--- config.mk ---
export PLATFORM = sky130hd
export DESIGN_NAME = prsc_top
export DESIGN_NICKNAME = d
export VERILOG_FILES = /design/src/prsc_pkg.sv /design/src/prsc_stage_reg.sv /design/src/prsc_top.sv
export SDC_FILE = /design/constraint.sdc
export NUM_CORES = 1
export LEC_CHECK = 0
export BUFFER_PORTS_ARGS = -buffer_cell sky130_fd_sc_hd__buf_2
export CAP_MARGIN = 20
export CORE_MARGIN = 10
export CORE_UTILIZATION = 30
export DETAILED_ROUTE_END_ITERATION = 7
export PLACE_DENSITY = 0.44
export SETUP_SLACK_MARGIN = 0.3
export SYNTH_ARGS = -nofsm -noshare
export SYNTH_HDL_FRONTEND = slang
export SYNTH_SLANG_ARGS = --single-unit
--- constraint.sdc ---
create_clock -name i_ref_clk -period 3.43 [get_ports i_ref_clk]
set_clock_uncertainty 0.05 [all_clocks]
set_input_delay 0.5145 -clock i_ref_clk [delete_from_list [all_inputs] [get_ports i_ref_clk]]
set_output_delay 0.5145 -clock i_ref_clk [all_outputs]
set_load 0.02 [all_outputs]
--- src/prsc_pkg.sv ---
/*
 * prsc_pkg: register map, field positions, reset values and carrier types
 * of the power, reset and sync control block.
 * assumes: one clock domain; the serial framing engine sits outside.
 */
package prsc_pkg;

    // ------------------------------------------------------------
    // register offsets
    // ------------------------------------------------------------
    localparam logic [6:0] ADDR_SPORT_CFG = 7'h00;
    localparam logic [6:0] ADDR_PLL_PD    = 7'h0a;
    localparam logic [6:0] ADDR_OUT_FIRST = 7'h3c;
    localparam logic [6:0] ADDR_FSP_CTRL  = 7'h58;
    localparam logic [6:0] ADDR_UPDATE    = 7'h5a;

    // staged register bank: index 0 pll, 1..8 outputs, 9 function/sync/power
    localparam int          N_STAGED    = 10;
    localparam int          IDX_PLL     = 0;
    localparam int          IDX_OUT0    = 1;
    localparam int          IDX_FSP     = 9;
    localparam int          N_OUTS      = 8;
    localparam int          N_PECL      = 4;

    // ------------------------------------------------------------
    // field positions
    // ------------------------------------------------------------
    localparam int BIT_SDO_EN     = 7;
    localparam int BIT_LSB_FIRST  = 6;
    localparam int BIT_SOFT_RST   = 5;
    localparam int BIT_UPDATE     = 0;
    localparam int LSB_PLL_PD     = 0;
    localparam int LSB_FUNC_SEL   = 5;
    localparam int BIT_DIST_PD    = 3;
    localparam int BIT_SOFT_SYNC  = 2;
    localparam int BIT_SYNC_WIN   = 1;
    localparam int BIT_MC_SYNC_EN = 0;
    localparam int LSB_PECL_MODE  = 0;
    localparam int BIT_CMOS_PD    = 0;

    // ------------------------------------------------------------
    // reset values
    // ------------------------------------------------------------
    localparam logic [7:0] RST_SPORT_CFG = 8'h00;
    localparam logic [7:0] RST_PLL_PD    = 8'h00;
    localparam logic [7:0] RST_OUT       = 8'h00;
    localparam logic [7:0] RST_FSP_CTRL  = 8'h00;

    // ------------------------------------------------------------
    // codes
    // ------------------------------------------------------------
    localparam logic [1:0] PLL_PD_ASYNC   = 2'h1;
    localparam logic [1:0] PLL_PD_SYNC    = 2'h3;
    localparam logic [1:0] FUNC_HARD_RST  = 2'h0;
    localparam logic [1:0] FUNC_PIN_SYNC  = 2'h1;
    localparam logic [1:0] FUNC_SLEEP     = 2'h3;
    localparam logic [1:0] PECL_NORMAL    = 2'h0;
    localparam logic [1:0] PECL_SAFE_OFF  = 2'h2;

    // slow-clock edge separation allowed, in whole fast-clock cycles
    localparam logic [1:0] SYNC_WIN_WIDE_CYC   = 2'h1;
    localparam logic [1:0] SYNC_WIN_NARROW_CYC = 2'h0;

    typedef enum logic [1:0] {
        MON_IDLE     = 2'b00,
        MON_WAIT_REF = 2'b01,
        MON_WAIT_AUX = 2'b10
    } prsc_mon_t;

    typedef struct packed {
        logic                  pll_off;
        logic                  dist_off;
        logic                  clocks_off;
        logic                  dividers_off;
        logic                  sync_hold;
        logic [N_OUTS-1:0]     out_off;
        logic [N_PECL-1:0][1:0] pecl_mode;
    } prsc_power_t;

    typedef struct packed {
        logic       wr;
        logic [6:0] addr;
        logic [7:0] wdata;
    } prsc_reg_req_t;

endpackage : prsc_pkg

--- src/prsc_stage_reg.sv ---
/*
 * prsc_stage_reg: one register with a write buffer and an active copy.
 * assumes: update is a one-cycle pulse on the same clock as writes.
 */
`timescale 1ns/1ps
`default_nettype none

module prsc_stage_reg #(
    parameter logic [7:0] RST_VAL = 8'h00
) (
    input  wire logic       i_ref_clk,
    input  wire logic       i_rst,
    input  wire logic       i_wr,
    input  wire logic [7:0] i_wdata,
    input  wire logic       i_update,
    output logic [7:0]      o_buf,
    output logic [7:0]      o_act
);

    logic [7:0] buf_q;
    logic [7:0] act_q;
    logic [7:0] buf_d;

    // a write in the update cycle still joins that update
    assign buf_d = i_wr ? i_wdata : buf_q;

    always_ff @(posedge i_ref_clk) begin
        if (i_rst) begin
            buf_q <= RST_VAL;
            act_q <= RST_VAL;
        end else begin
            buf_q <= buf_d;
            if (i_update) begin
                act_q <= buf_d;
            end
        end
    end

    assign o_buf = buf_q;
    assign o_act = act_q;

endmodule : prsc_stage_reg

`default_nettype wire

--- src/prsc_top.sv ---
/*
 * prsc_top: power-down, reset and sync control of a clock distributor.
 * holds the serial-port config register, the staged control registers,
 * sleep / hard reset / pin sync decode of the multipurpose pin and the
 * multichip slow-clock coincidence monitor.
 * assumes: the serial framing engine hands over byte writes and reads;
 * i_ref_clk is the fast clock; pins and slow clocks are asynchronous.
 */
// Notes on behaviour
// - sleep code selected and pin low puts chip asleep until pin high.
// - waking keeps register contents, including anything written while asleep.
// - sleep stops pll, clocks, sync, dividers, lvds/cmos; lvpecl safe-off.
// - register port keeps accepting and answering during sleep.
// - pll field: 00/10 normal, 01 async power-down, 11 sync power-down.
// - async pll power-down acts as soon as the update lands.
// - sync pll power-down waits for next charge-pump event after update.
// - distribution power-down bit removes bias from distribution section.
// - lvpecl mode 00 normal, 10 protected off, 11 unprotected off.
// - each of eight outputs has its own power-down bit or mode.
// - power-on reset loads every register default.
// - function select 00: pin low is a hard reset to defaults.
// - soft-reset bit resets every register except the config register.
// - soft-reset bit never clears itself; host must write zero.
// - function select 01: pin low holds outputs, release restarts together.
// - soft-sync bit holds outputs while one, releases on zero.
// - multichip enable puts sync flag on status pin, high means out.
// - window bit zero allows one cycle separation, one allows half; the code allows zero whole cycles for one.
// - flag high when slow edges separate beyond window, low within.
// - writes buffer until update bit; update self-clears, applies all.
`timescale 1ns/1ps
`default_nettype none

module prsc_top (
    input  wire logic                  i_ref_clk,
    input  wire logic                  i_rst,
    input  wire prsc_pkg::prsc_reg_req_t i_req,
    input  wire logic [6:0]            i_rd_addr,
    output logic [7:0]                 o_rd_data,
    input  wire logic                  i_function_pin,
    input  wire logic                  i_reference_input,
    input  wire logic                  i_aux_clock_input,
    input  wire logic                  i_cp_event,
    output logic                       o_status,
    output logic                       o_sleep,
    output logic                       o_sdo_enable,
    output logic                       o_lsb_first,
    output prsc_pkg::prsc_power_t      o_power
);

    // ------------------------------------------------------------
    // pin synchronisers
    // ------------------------------------------------------------
    logic [2:0] pin_sync_q;
    logic [2:0] ref_sync_q;
    logic [2:0] aux_sync_q;

    always_ff @(posedge i_ref_clk) begin
        pin_sync_q <= {pin_sync_q[1:0], i_function_pin};
        ref_sync_q <= {ref_sync_q[1:0], i_reference_input};
        aux_sync_q <= {aux_sync_q[1:0], i_aux_clock_input};
    end

    logic pin_low;
    logic ref_rise;
    logic aux_rise;

    assign pin_low  = ~pin_sync_q[1];
    assign ref_rise = ref_sync_q[1] & ~ref_sync_q[2];
    assign aux_rise = aux_sync_q[1] & ~aux_sync_q[2];

    // ------------------------------------------------------------
    // resets
    // ------------------------------------------------------------
    logic [7:0] cfg_q;
    logic [7:0] cfg_d;
    logic [7:0] fsp_act;
    logic [1:0] func_sel;
    logic       hard_rst;
    logic       cfg_rst;
    logic       stage_rst;
    logic       soft_rst;

    assign func_sel = fsp_act[prsc_pkg::LSB_FUNC_SEL +: 2];
    // pin reset is seen after the synchroniser, two cycles late
    assign hard_rst = (func_sel == prsc_pkg::FUNC_HARD_RST) & pin_low;
    assign cfg_rst  = i_rst | hard_rst;
    assign soft_rst = cfg_q[prsc_pkg::BIT_SOFT_RST];
    // held for as long as the bit reads one
    assign stage_rst = cfg_rst | soft_rst;

    // ------------------------------------------------------------
    // serial port config register, acts at once
    // ------------------------------------------------------------
    logic cfg_hit;

    assign cfg_hit = i_req.wr & (i_req.addr == prsc_pkg::ADDR_SPORT_CFG);
    // no self-clear: only a host write or a reset (power-on or pin) changes the soft-reset bit
    assign cfg_d   = cfg_hit ? i_req.wdata : cfg_q;

    always_ff @(posedge i_ref_clk) begin
        if (cfg_rst) begin
            cfg_q <= prsc_pkg::RST_SPORT_CFG;
        end else begin
            cfg_q <= cfg_d;
        end
    end

    // ------------------------------------------------------------
    // update strobe
    // ------------------------------------------------------------
    logic update;

    // pulse only; the bit itself is never stored so it reads back zero
    assign update = i_req.wr & (i_req.addr == prsc_pkg::ADDR_UPDATE)
                  & i_req.wdata[prsc_pkg::BIT_UPDATE];

    // ------------------------------------------------------------
    // staged register bank
    // ------------------------------------------------------------
    logic [prsc_pkg::N_STAGED-1:0][7:0] bank_buf;
    logic [prsc_pkg::N_STAGED-1:0][7:0] bank_act;
    logic [prsc_pkg::N_STAGED-1:0][7:0] bank_rd;
    logic [prsc_pkg::N_STAGED-1:0]      bank_hit;

    genvar g;
    generate
        for (g = 0; g < prsc_pkg::N_STAGED; g++) begin : g_bank
            localparam logic [6:0] ADDR =
                (g == prsc_pkg::IDX_PLL) ? prsc_pkg::ADDR_PLL_PD :
                (g == prsc_pkg::IDX_FSP) ? prsc_pkg::ADDR_FSP_CTRL :
                prsc_pkg::ADDR_OUT_FIRST + 7'(g - prsc_pkg::IDX_OUT0);
            localparam logic [7:0] RSTV =
                (g == prsc_pkg::IDX_PLL) ? prsc_pkg::RST_PLL_PD :
                (g == prsc_pkg::IDX_FSP) ? prsc_pkg::RST_FSP_CTRL :
                prsc_pkg::RST_OUT;
            logic wr_hit;
            logic rd_hit;

            assign wr_hit = i_req.wr & (i_req.addr == ADDR);
            assign rd_hit = (i_rd_addr == ADDR);
            assign bank_hit[g] = rd_hit;
            // reads return the buffer, not the active copy
            assign bank_rd[g] = bank_hit[g] ? bank_buf[g] : 8'h00;

            // writes keep landing in the buffer while asleep
            prsc_stage_reg #(
                .RST_VAL (RSTV)
            ) u_reg (
                .i_ref_clk (i_ref_clk),
                .i_rst     (stage_rst),
                .i_wr      (wr_hit),
                .i_wdata   (i_req.wdata),
                .i_update  (update),
                .o_buf     (bank_buf[g]),
                .o_act     (bank_act[g])
            );
        end
    endgenerate

    assign fsp_act = bank_act[prsc_pkg::IDX_FSP];

    // ------------------------------------------------------------
    // read-back
    // ------------------------------------------------------------
    logic [7:0] rd_bank;
    logic [7:0] rd_d;
    logic [7:0] rd_q;
    logic       rd_cfg;

    always_comb begin
        rd_bank = 8'h00;
        for (int i = 0; i < prsc_pkg::N_STAGED; i++) begin
            rd_bank = rd_bank | bank_rd[i];
        end
    end

    assign rd_cfg = (i_rd_addr == prsc_pkg::ADDR_SPORT_CFG);
    // unmapped addresses and the update register read as zero
    assign rd_d   = rd_cfg ? cfg_q : rd_bank;

    always_ff @(posedge i_ref_clk) begin
        if (i_rst) begin
            rd_q <= 8'h00;
        end else begin
            rd_q <= rd_d;
        end
    end

    // ------------------------------------------------------------
    // sleep and sync hold
    // ------------------------------------------------------------
    logic sleep;
    logic pin_hold;
    logic soft_hold;
    logic sync_hold;

    // sleep code is a package constant, free to move
    assign sleep     = (func_sel == prsc_pkg::FUNC_SLEEP) & pin_low;
    assign pin_hold  = (func_sel == prsc_pkg::FUNC_PIN_SYNC) & pin_low;
    assign soft_hold = fsp_act[prsc_pkg::BIT_SOFT_SYNC];
    assign sync_hold = pin_hold | soft_hold;

    // ------------------------------------------------------------
    // pll power-down
    // ------------------------------------------------------------
    logic [1:0] pll_mode;
    logic       pll_pd_q;
    logic       pll_pd_d;
    logic       pll_arm_q;
    logic       pll_arm_d;
    logic       upd_q;

    assign pll_mode = bank_act[prsc_pkg::IDX_PLL][prsc_pkg::LSB_PLL_PD +: 2];

    // the active copy shows the new mode one edge after the update strobe,
    // so arming looks at the delayed strobe; fire on next charge pump
    assign pll_arm_d = (pll_mode != prsc_pkg::PLL_PD_SYNC) ? 1'b0 :
                       upd_q ? 1'b1 :
                       (pll_arm_q & ~i_cp_event);
    assign pll_pd_d  = (pll_mode == prsc_pkg::PLL_PD_ASYNC) ? 1'b1 :
                       (pll_mode != prsc_pkg::PLL_PD_SYNC)  ? 1'b0 :
                       (pll_pd_q | ((pll_arm_q | upd_q) & i_cp_event));

    always_ff @(posedge i_ref_clk) begin
        if (stage_rst) begin
            pll_pd_q  <= 1'b0;
            pll_arm_q <= 1'b0;
            upd_q     <= 1'b0;
        end else begin
            pll_pd_q  <= pll_pd_d;
            pll_arm_q <= pll_arm_d;
            upd_q     <= update;
        end
    end

    // ------------------------------------------------------------
    // output power-down
    // ------------------------------------------------------------
    logic                        dist_pd;
    logic [prsc_pkg::N_OUTS-1:0] out_off;
    prsc_pkg::prsc_power_t       power_d;
    prsc_pkg::prsc_power_t       power_q;

    assign dist_pd = fsp_act[prsc_pkg::BIT_DIST_PD];

    generate
        for (g = 0; g < prsc_pkg::N_OUTS; g++) begin : g_out
            logic own_pd;
            if (g < prsc_pkg::N_PECL) begin : g_pecl
                logic [1:0] mode;
                assign mode = bank_act[prsc_pkg::IDX_OUT0 + g]
                                      [prsc_pkg::LSB_PECL_MODE +: 2];
                assign own_pd = (mode != prsc_pkg::PECL_NORMAL);
                // mode also shapes the output under distribution power-down
                assign power_d.pecl_mode[g] =
                    sleep ? prsc_pkg::PECL_SAFE_OFF : mode;
            end else begin : g_cmos
                assign own_pd = bank_act[prsc_pkg::IDX_OUT0 + g]
                                        [prsc_pkg::BIT_CMOS_PD];
            end
            assign out_off[g] = own_pd | dist_pd | sleep;
        end
    endgenerate

    assign power_d.pll_off      = pll_pd_q | sleep;
    assign power_d.dist_off     = dist_pd;
    assign power_d.clocks_off   = sleep;
    assign power_d.dividers_off = sleep;
    assign power_d.sync_hold    = sync_hold & ~sleep;
    assign power_d.out_off      = out_off;

    always_ff @(posedge i_ref_clk) begin
        if (i_rst) begin
            power_q <= '0;
        end else begin
            power_q <= power_d;
        end
    end

    // ------------------------------------------------------------
    // multichip slow-clock coincidence monitor
    // ------------------------------------------------------------
    prsc_pkg::prsc_mon_t mon_q;
    prsc_pkg::prsc_mon_t mon_d;
    logic [1:0]          sep_q;
    logic [1:0]          sep_d;
    logic                flag_q;
    logic                flag_d;
    logic                mc_en;
    logic                mon_clr;
    logic [1:0]          win;
    logic                late;

    assign mc_en   = fsp_act[prsc_pkg::BIT_MC_SYNC_EN];
    // sync circuits are off in sleep; a held sync restarts the comparison
    assign mon_clr = ~mc_en | sleep | sync_hold;
    assign win     = fsp_act[prsc_pkg::BIT_SYNC_WIN] ?
                     prsc_pkg::SYNC_WIN_NARROW_CYC :
                     prsc_pkg::SYNC_WIN_WIDE_CYC;
    // separation only resolves to whole cycles of the sampling clock
    assign late    = (sep_q >= win);

    always_comb begin
        mon_d  = mon_q;
        sep_d  = sep_q;
        flag_d = flag_q;
        case (mon_q)
            prsc_pkg::MON_IDLE: begin
                sep_d = 2'h0;
                if (ref_rise & aux_rise) begin
                    flag_d = 1'b0;
                end else if (ref_rise) begin
                    mon_d = prsc_pkg::MON_WAIT_AUX;
                end else if (aux_rise) begin
                    mon_d = prsc_pkg::MON_WAIT_REF;
                end
            end
            prsc_pkg::MON_WAIT_REF,
            prsc_pkg::MON_WAIT_AUX: begin
                if ((mon_q == prsc_pkg::MON_WAIT_REF) ? ref_rise : aux_rise) begin
                    flag_d = late;
                    mon_d  = prsc_pkg::MON_IDLE;
                end else if (late) begin
                    flag_d = 1'b1;
                    mon_d  = prsc_pkg::MON_IDLE;
                end else begin
                    sep_d = sep_q + 2'h1;
                end
            end
            default: begin
                mon_d = prsc_pkg::MON_IDLE;
            end
        endcase
    end

    always_ff @(posedge i_ref_clk) begin
        if (stage_rst | mon_clr) begin
            mon_q  <= prsc_pkg::MON_IDLE;
            sep_q  <= 2'h0;
            flag_q <= 1'b0;
        end else begin
            mon_q  <= mon_d;
            sep_q  <= sep_d;
            flag_q <= flag_d;
        end
    end

    // ------------------------------------------------------------
    // outputs
    // ------------------------------------------------------------
    logic status_q;
    logic sleep_q;

    always_ff @(posedge i_ref_clk) begin
        if (i_rst) begin
            status_q <= 1'b0;
            sleep_q  <= 1'b0;
        end else begin
            status_q <= mc_en & flag_q;
            sleep_q  <= sleep;
        end
    end

    assign o_rd_data    = rd_q;
    assign o_status     = status_q;
    assign o_sleep      = sleep_q;
    assign o_sdo_enable = cfg_q[prsc_pkg::BIT_SDO_EN];
    assign o_lsb_first  = cfg_q[prsc_pkg::BIT_LSB_FIRST];
    assign o_power      = power_q;

endmodule : prsc_top

`default_nettype wire

==> summary.txt <==
final setup vio count -> 0
synth top area cells -> dfxtp_1 (49%), mux2i_1 (14%), nor2_1 (9.0%), mux4_2 (3.3%), a211oi_1 (2.2%)
Setup WS post-layout -> 1.25 ns
CTS resizes -> 0
Post-synth ARST share -> 0%
# clock sinks -> 153
CTS tree -> done
period utilization -> 63.4%
maxcap violations -> 0
setup_tns -> 0 ns
Port Buf Inserts -> 61
unrepaired setup endpoints after global routing -> no
Final Power -> 3.95 mW
Yosys cell types -> 56
quantity of hold-fixing buffers added after cts -> 0
required time of the critical path -> 3.64 ns
grt total ovfl -> 0
Reg2Reg Launch Point -> g_bank[9].u_reg.o_act[5]
sequential cell area fraction in the yosys report -> 49.5%
Buf/Inv on CP -> 1
dpl ws -> 0.823 ns
antenna viol nets, final -> 0
worst hold-check path type -> in -> reg
drc violations -> 0
non-filler cells, final -> 949
DIE AREA -> 0.0268 mm2
Finished Cell Area -> 0.00731 mm2
status -> completed
CP endpoint kind -> register
Final Routed Wirelength -> 16700 um
vias in the first global route -> 4525
clock slew at reported path FFs -> 0.06 ns
num rows -> 52
RePlAce Congestion -> 0.888
Iteration-0 DRC Markers -> 276
slew margin rel. -> 45.6%
layout cells sized above 1 -> 18.3%
Main synth FF type -> dfxtp_1
Power Density -> 540 mW/mm2
Critical Path, Cell by Cell -> buf_2 -> nand2b_1 -> nor4_2 -> nand3b_1 -> mux2i_1 -> a211oi_1
leakage -> 2.91 nW
Post-DP Area -> 0.00668 mm2
latest clock arrival within the worst-skew pair -> 0.42 ns
post-synth top area share -> 49.5%
initial antenna violation count -> 0
most frequent cells in the layout -> dfxtp_1 (153), nor2_1 (149), mux2i_1 (89)
critical path type -> in -> reg
first-pass GRT wire length -> 26100 um
Num CTS Buffers -> 17
Ant. Diodes -> 0
Die Span Y -> 164 um
Max Clock Freq -> 0.460 GHz
slowest cell delay on critical path -> 0.63 ns
crit path DAT -> 2.39 ns
Least-Margin Pin Slew -> 0.815 ns
synthesized area -> 0.00619 mm2
FF+latch count, synth -> 153
Hold Slack -> 0.143 ns
largest net degree at the start of global routing -> 60
Crit path max-delay family -> simple AND/OR/NAND/NOR gates
fin. max-slew vios -> 0
post-layout util -> 36.0%
Final Hold Fails -> 0
post-synth net total -> 663
fin nets -> 700
synthesized area per cell -> 9.81 um2
Critical Path Source Type -> input pin
die width -> 164 um
dpl hpwl -> 12000 um
DR vias/cell -> 4.75
post-CTS setup repair buffer count -> 0
Initial Util -> 30.5%
yosys warns -> 0
fin crit period -> 2.18 ns
area delta synth->final -> 18.0%
H-tree levels -> 4
CTS Buffer Depth -> 2
drt first pass iters -> 5
cell taking the most area after synthesis -> dfxtp_1
VDD IR max -> 0.000320 V
Slowest cell on crit path -> nand3b_1
CTS root buf -> clkbuf_16
IO Pins -> 62
Post-synth EDFFs -> 0
Core ar. -> 0.0203 mm2
maximum fanout along the worst path -> 8
HP Start -> i_aux_clock_input
Post-Place Cells -> 919
synthesized instance count -> 631
commonest non-fill, non-tap cell in the layout -> dfxtp_1
Avg WL per Cell -> 17.6 um
Global Route Usage Sum -> 12.7%
via count -> 4511
Worst Setup SP -> i_req[11]
==> cell families after synthesis <==
| group | count (synthesis) | synth area share, % |
|---|---|---|
| AND/OR/NAND/NOR | 236 | 18.0 |
| flip-flops | 153 | 49.5 |
| multiplexers | 100 | 18.0 |
| AO/OA/AOI/OAI | 79 | 9.48 |
| buffers and inverters | 60 | 4.43 |
| adder cells (fa/ha/maj) | 3 | 0.606 |
==> flip-flops by register name (all words and copies together) (netlist names), 2 cells and up, named ones only <==
signal	flops
g_bank.u_reg.o_act	20
ref_sync_q	3
pin_sync_q	2
cfg_q	8
mon_q	2
g_bank.u_reg.o_buf	79
aux_sync_q	3
o_rd_data	8
sep_q	2
o_power	19
==> worst paths after layout <==
path | cells after the start | endpoint | slack, ns
max | 6 | g_bank[6].u_reg.o_act[0] | 1.25
min | 1 | aux_sync_q[0] | 0.14
max reg2reg | 4 | g_bank[7].u_reg.o_buf[7] | 1.52
min reg2reg | 0 | ref_sync_q[1] | 0.28
==> final cells by class <==
| type | instances | area (um2) |
|---|---|---|
| Tap cell | 270 | 338 |
| Multi-Input combinational cell | 418 | 2870 |
| Inverter | 10 | 37.5 |
| Sequential cell | 153 | 3060 |
| Clock buffer | 22 | 464 |
| Clock inverter | 8 | 169 |
| Fill cell | 2070 | 13000 |
| Timing Repair Buffer | 68 | 370 |
==> worst register-to-register path: cells and delay by family, from the launching register on <==
kind / cells / cell delay, ns
buf+inv: 1 / 0.32
flops: 1 / 0.33
simple gates: 3 / 1.09
==> layer usage <==
layer	part of all wire [%]	track usage, %
met3	4.6	3.73
met4	1.3	4.02
met2	47	20.2
met1	47	16.1
met5	0	0
==> synthesized netlist by cell type, drive strengths merged, types with 10 or more instances <==
library cell  count
dfxtp           153
nor2            151
mux2i            89
clkbuf           27
buf              23
a211oi           20
nand2            19
a21oi            11
nor3             11
o21ai            11
inv              10
==> report_power, final <==
| part | total (mW) | internal [mW] | switching, mW |
|---|---|---|---|
| logic | 0.135 | 0.0386 | 0.0962 |
| registers | 1.79 | 1.78 | 0.00355 |
| clock network | 2.03 | 1.32 | 0.704 |
| total | 3.95 | 3.14 | 0.804 |
No activity file was read; power rests on OpenSTA's default activity.
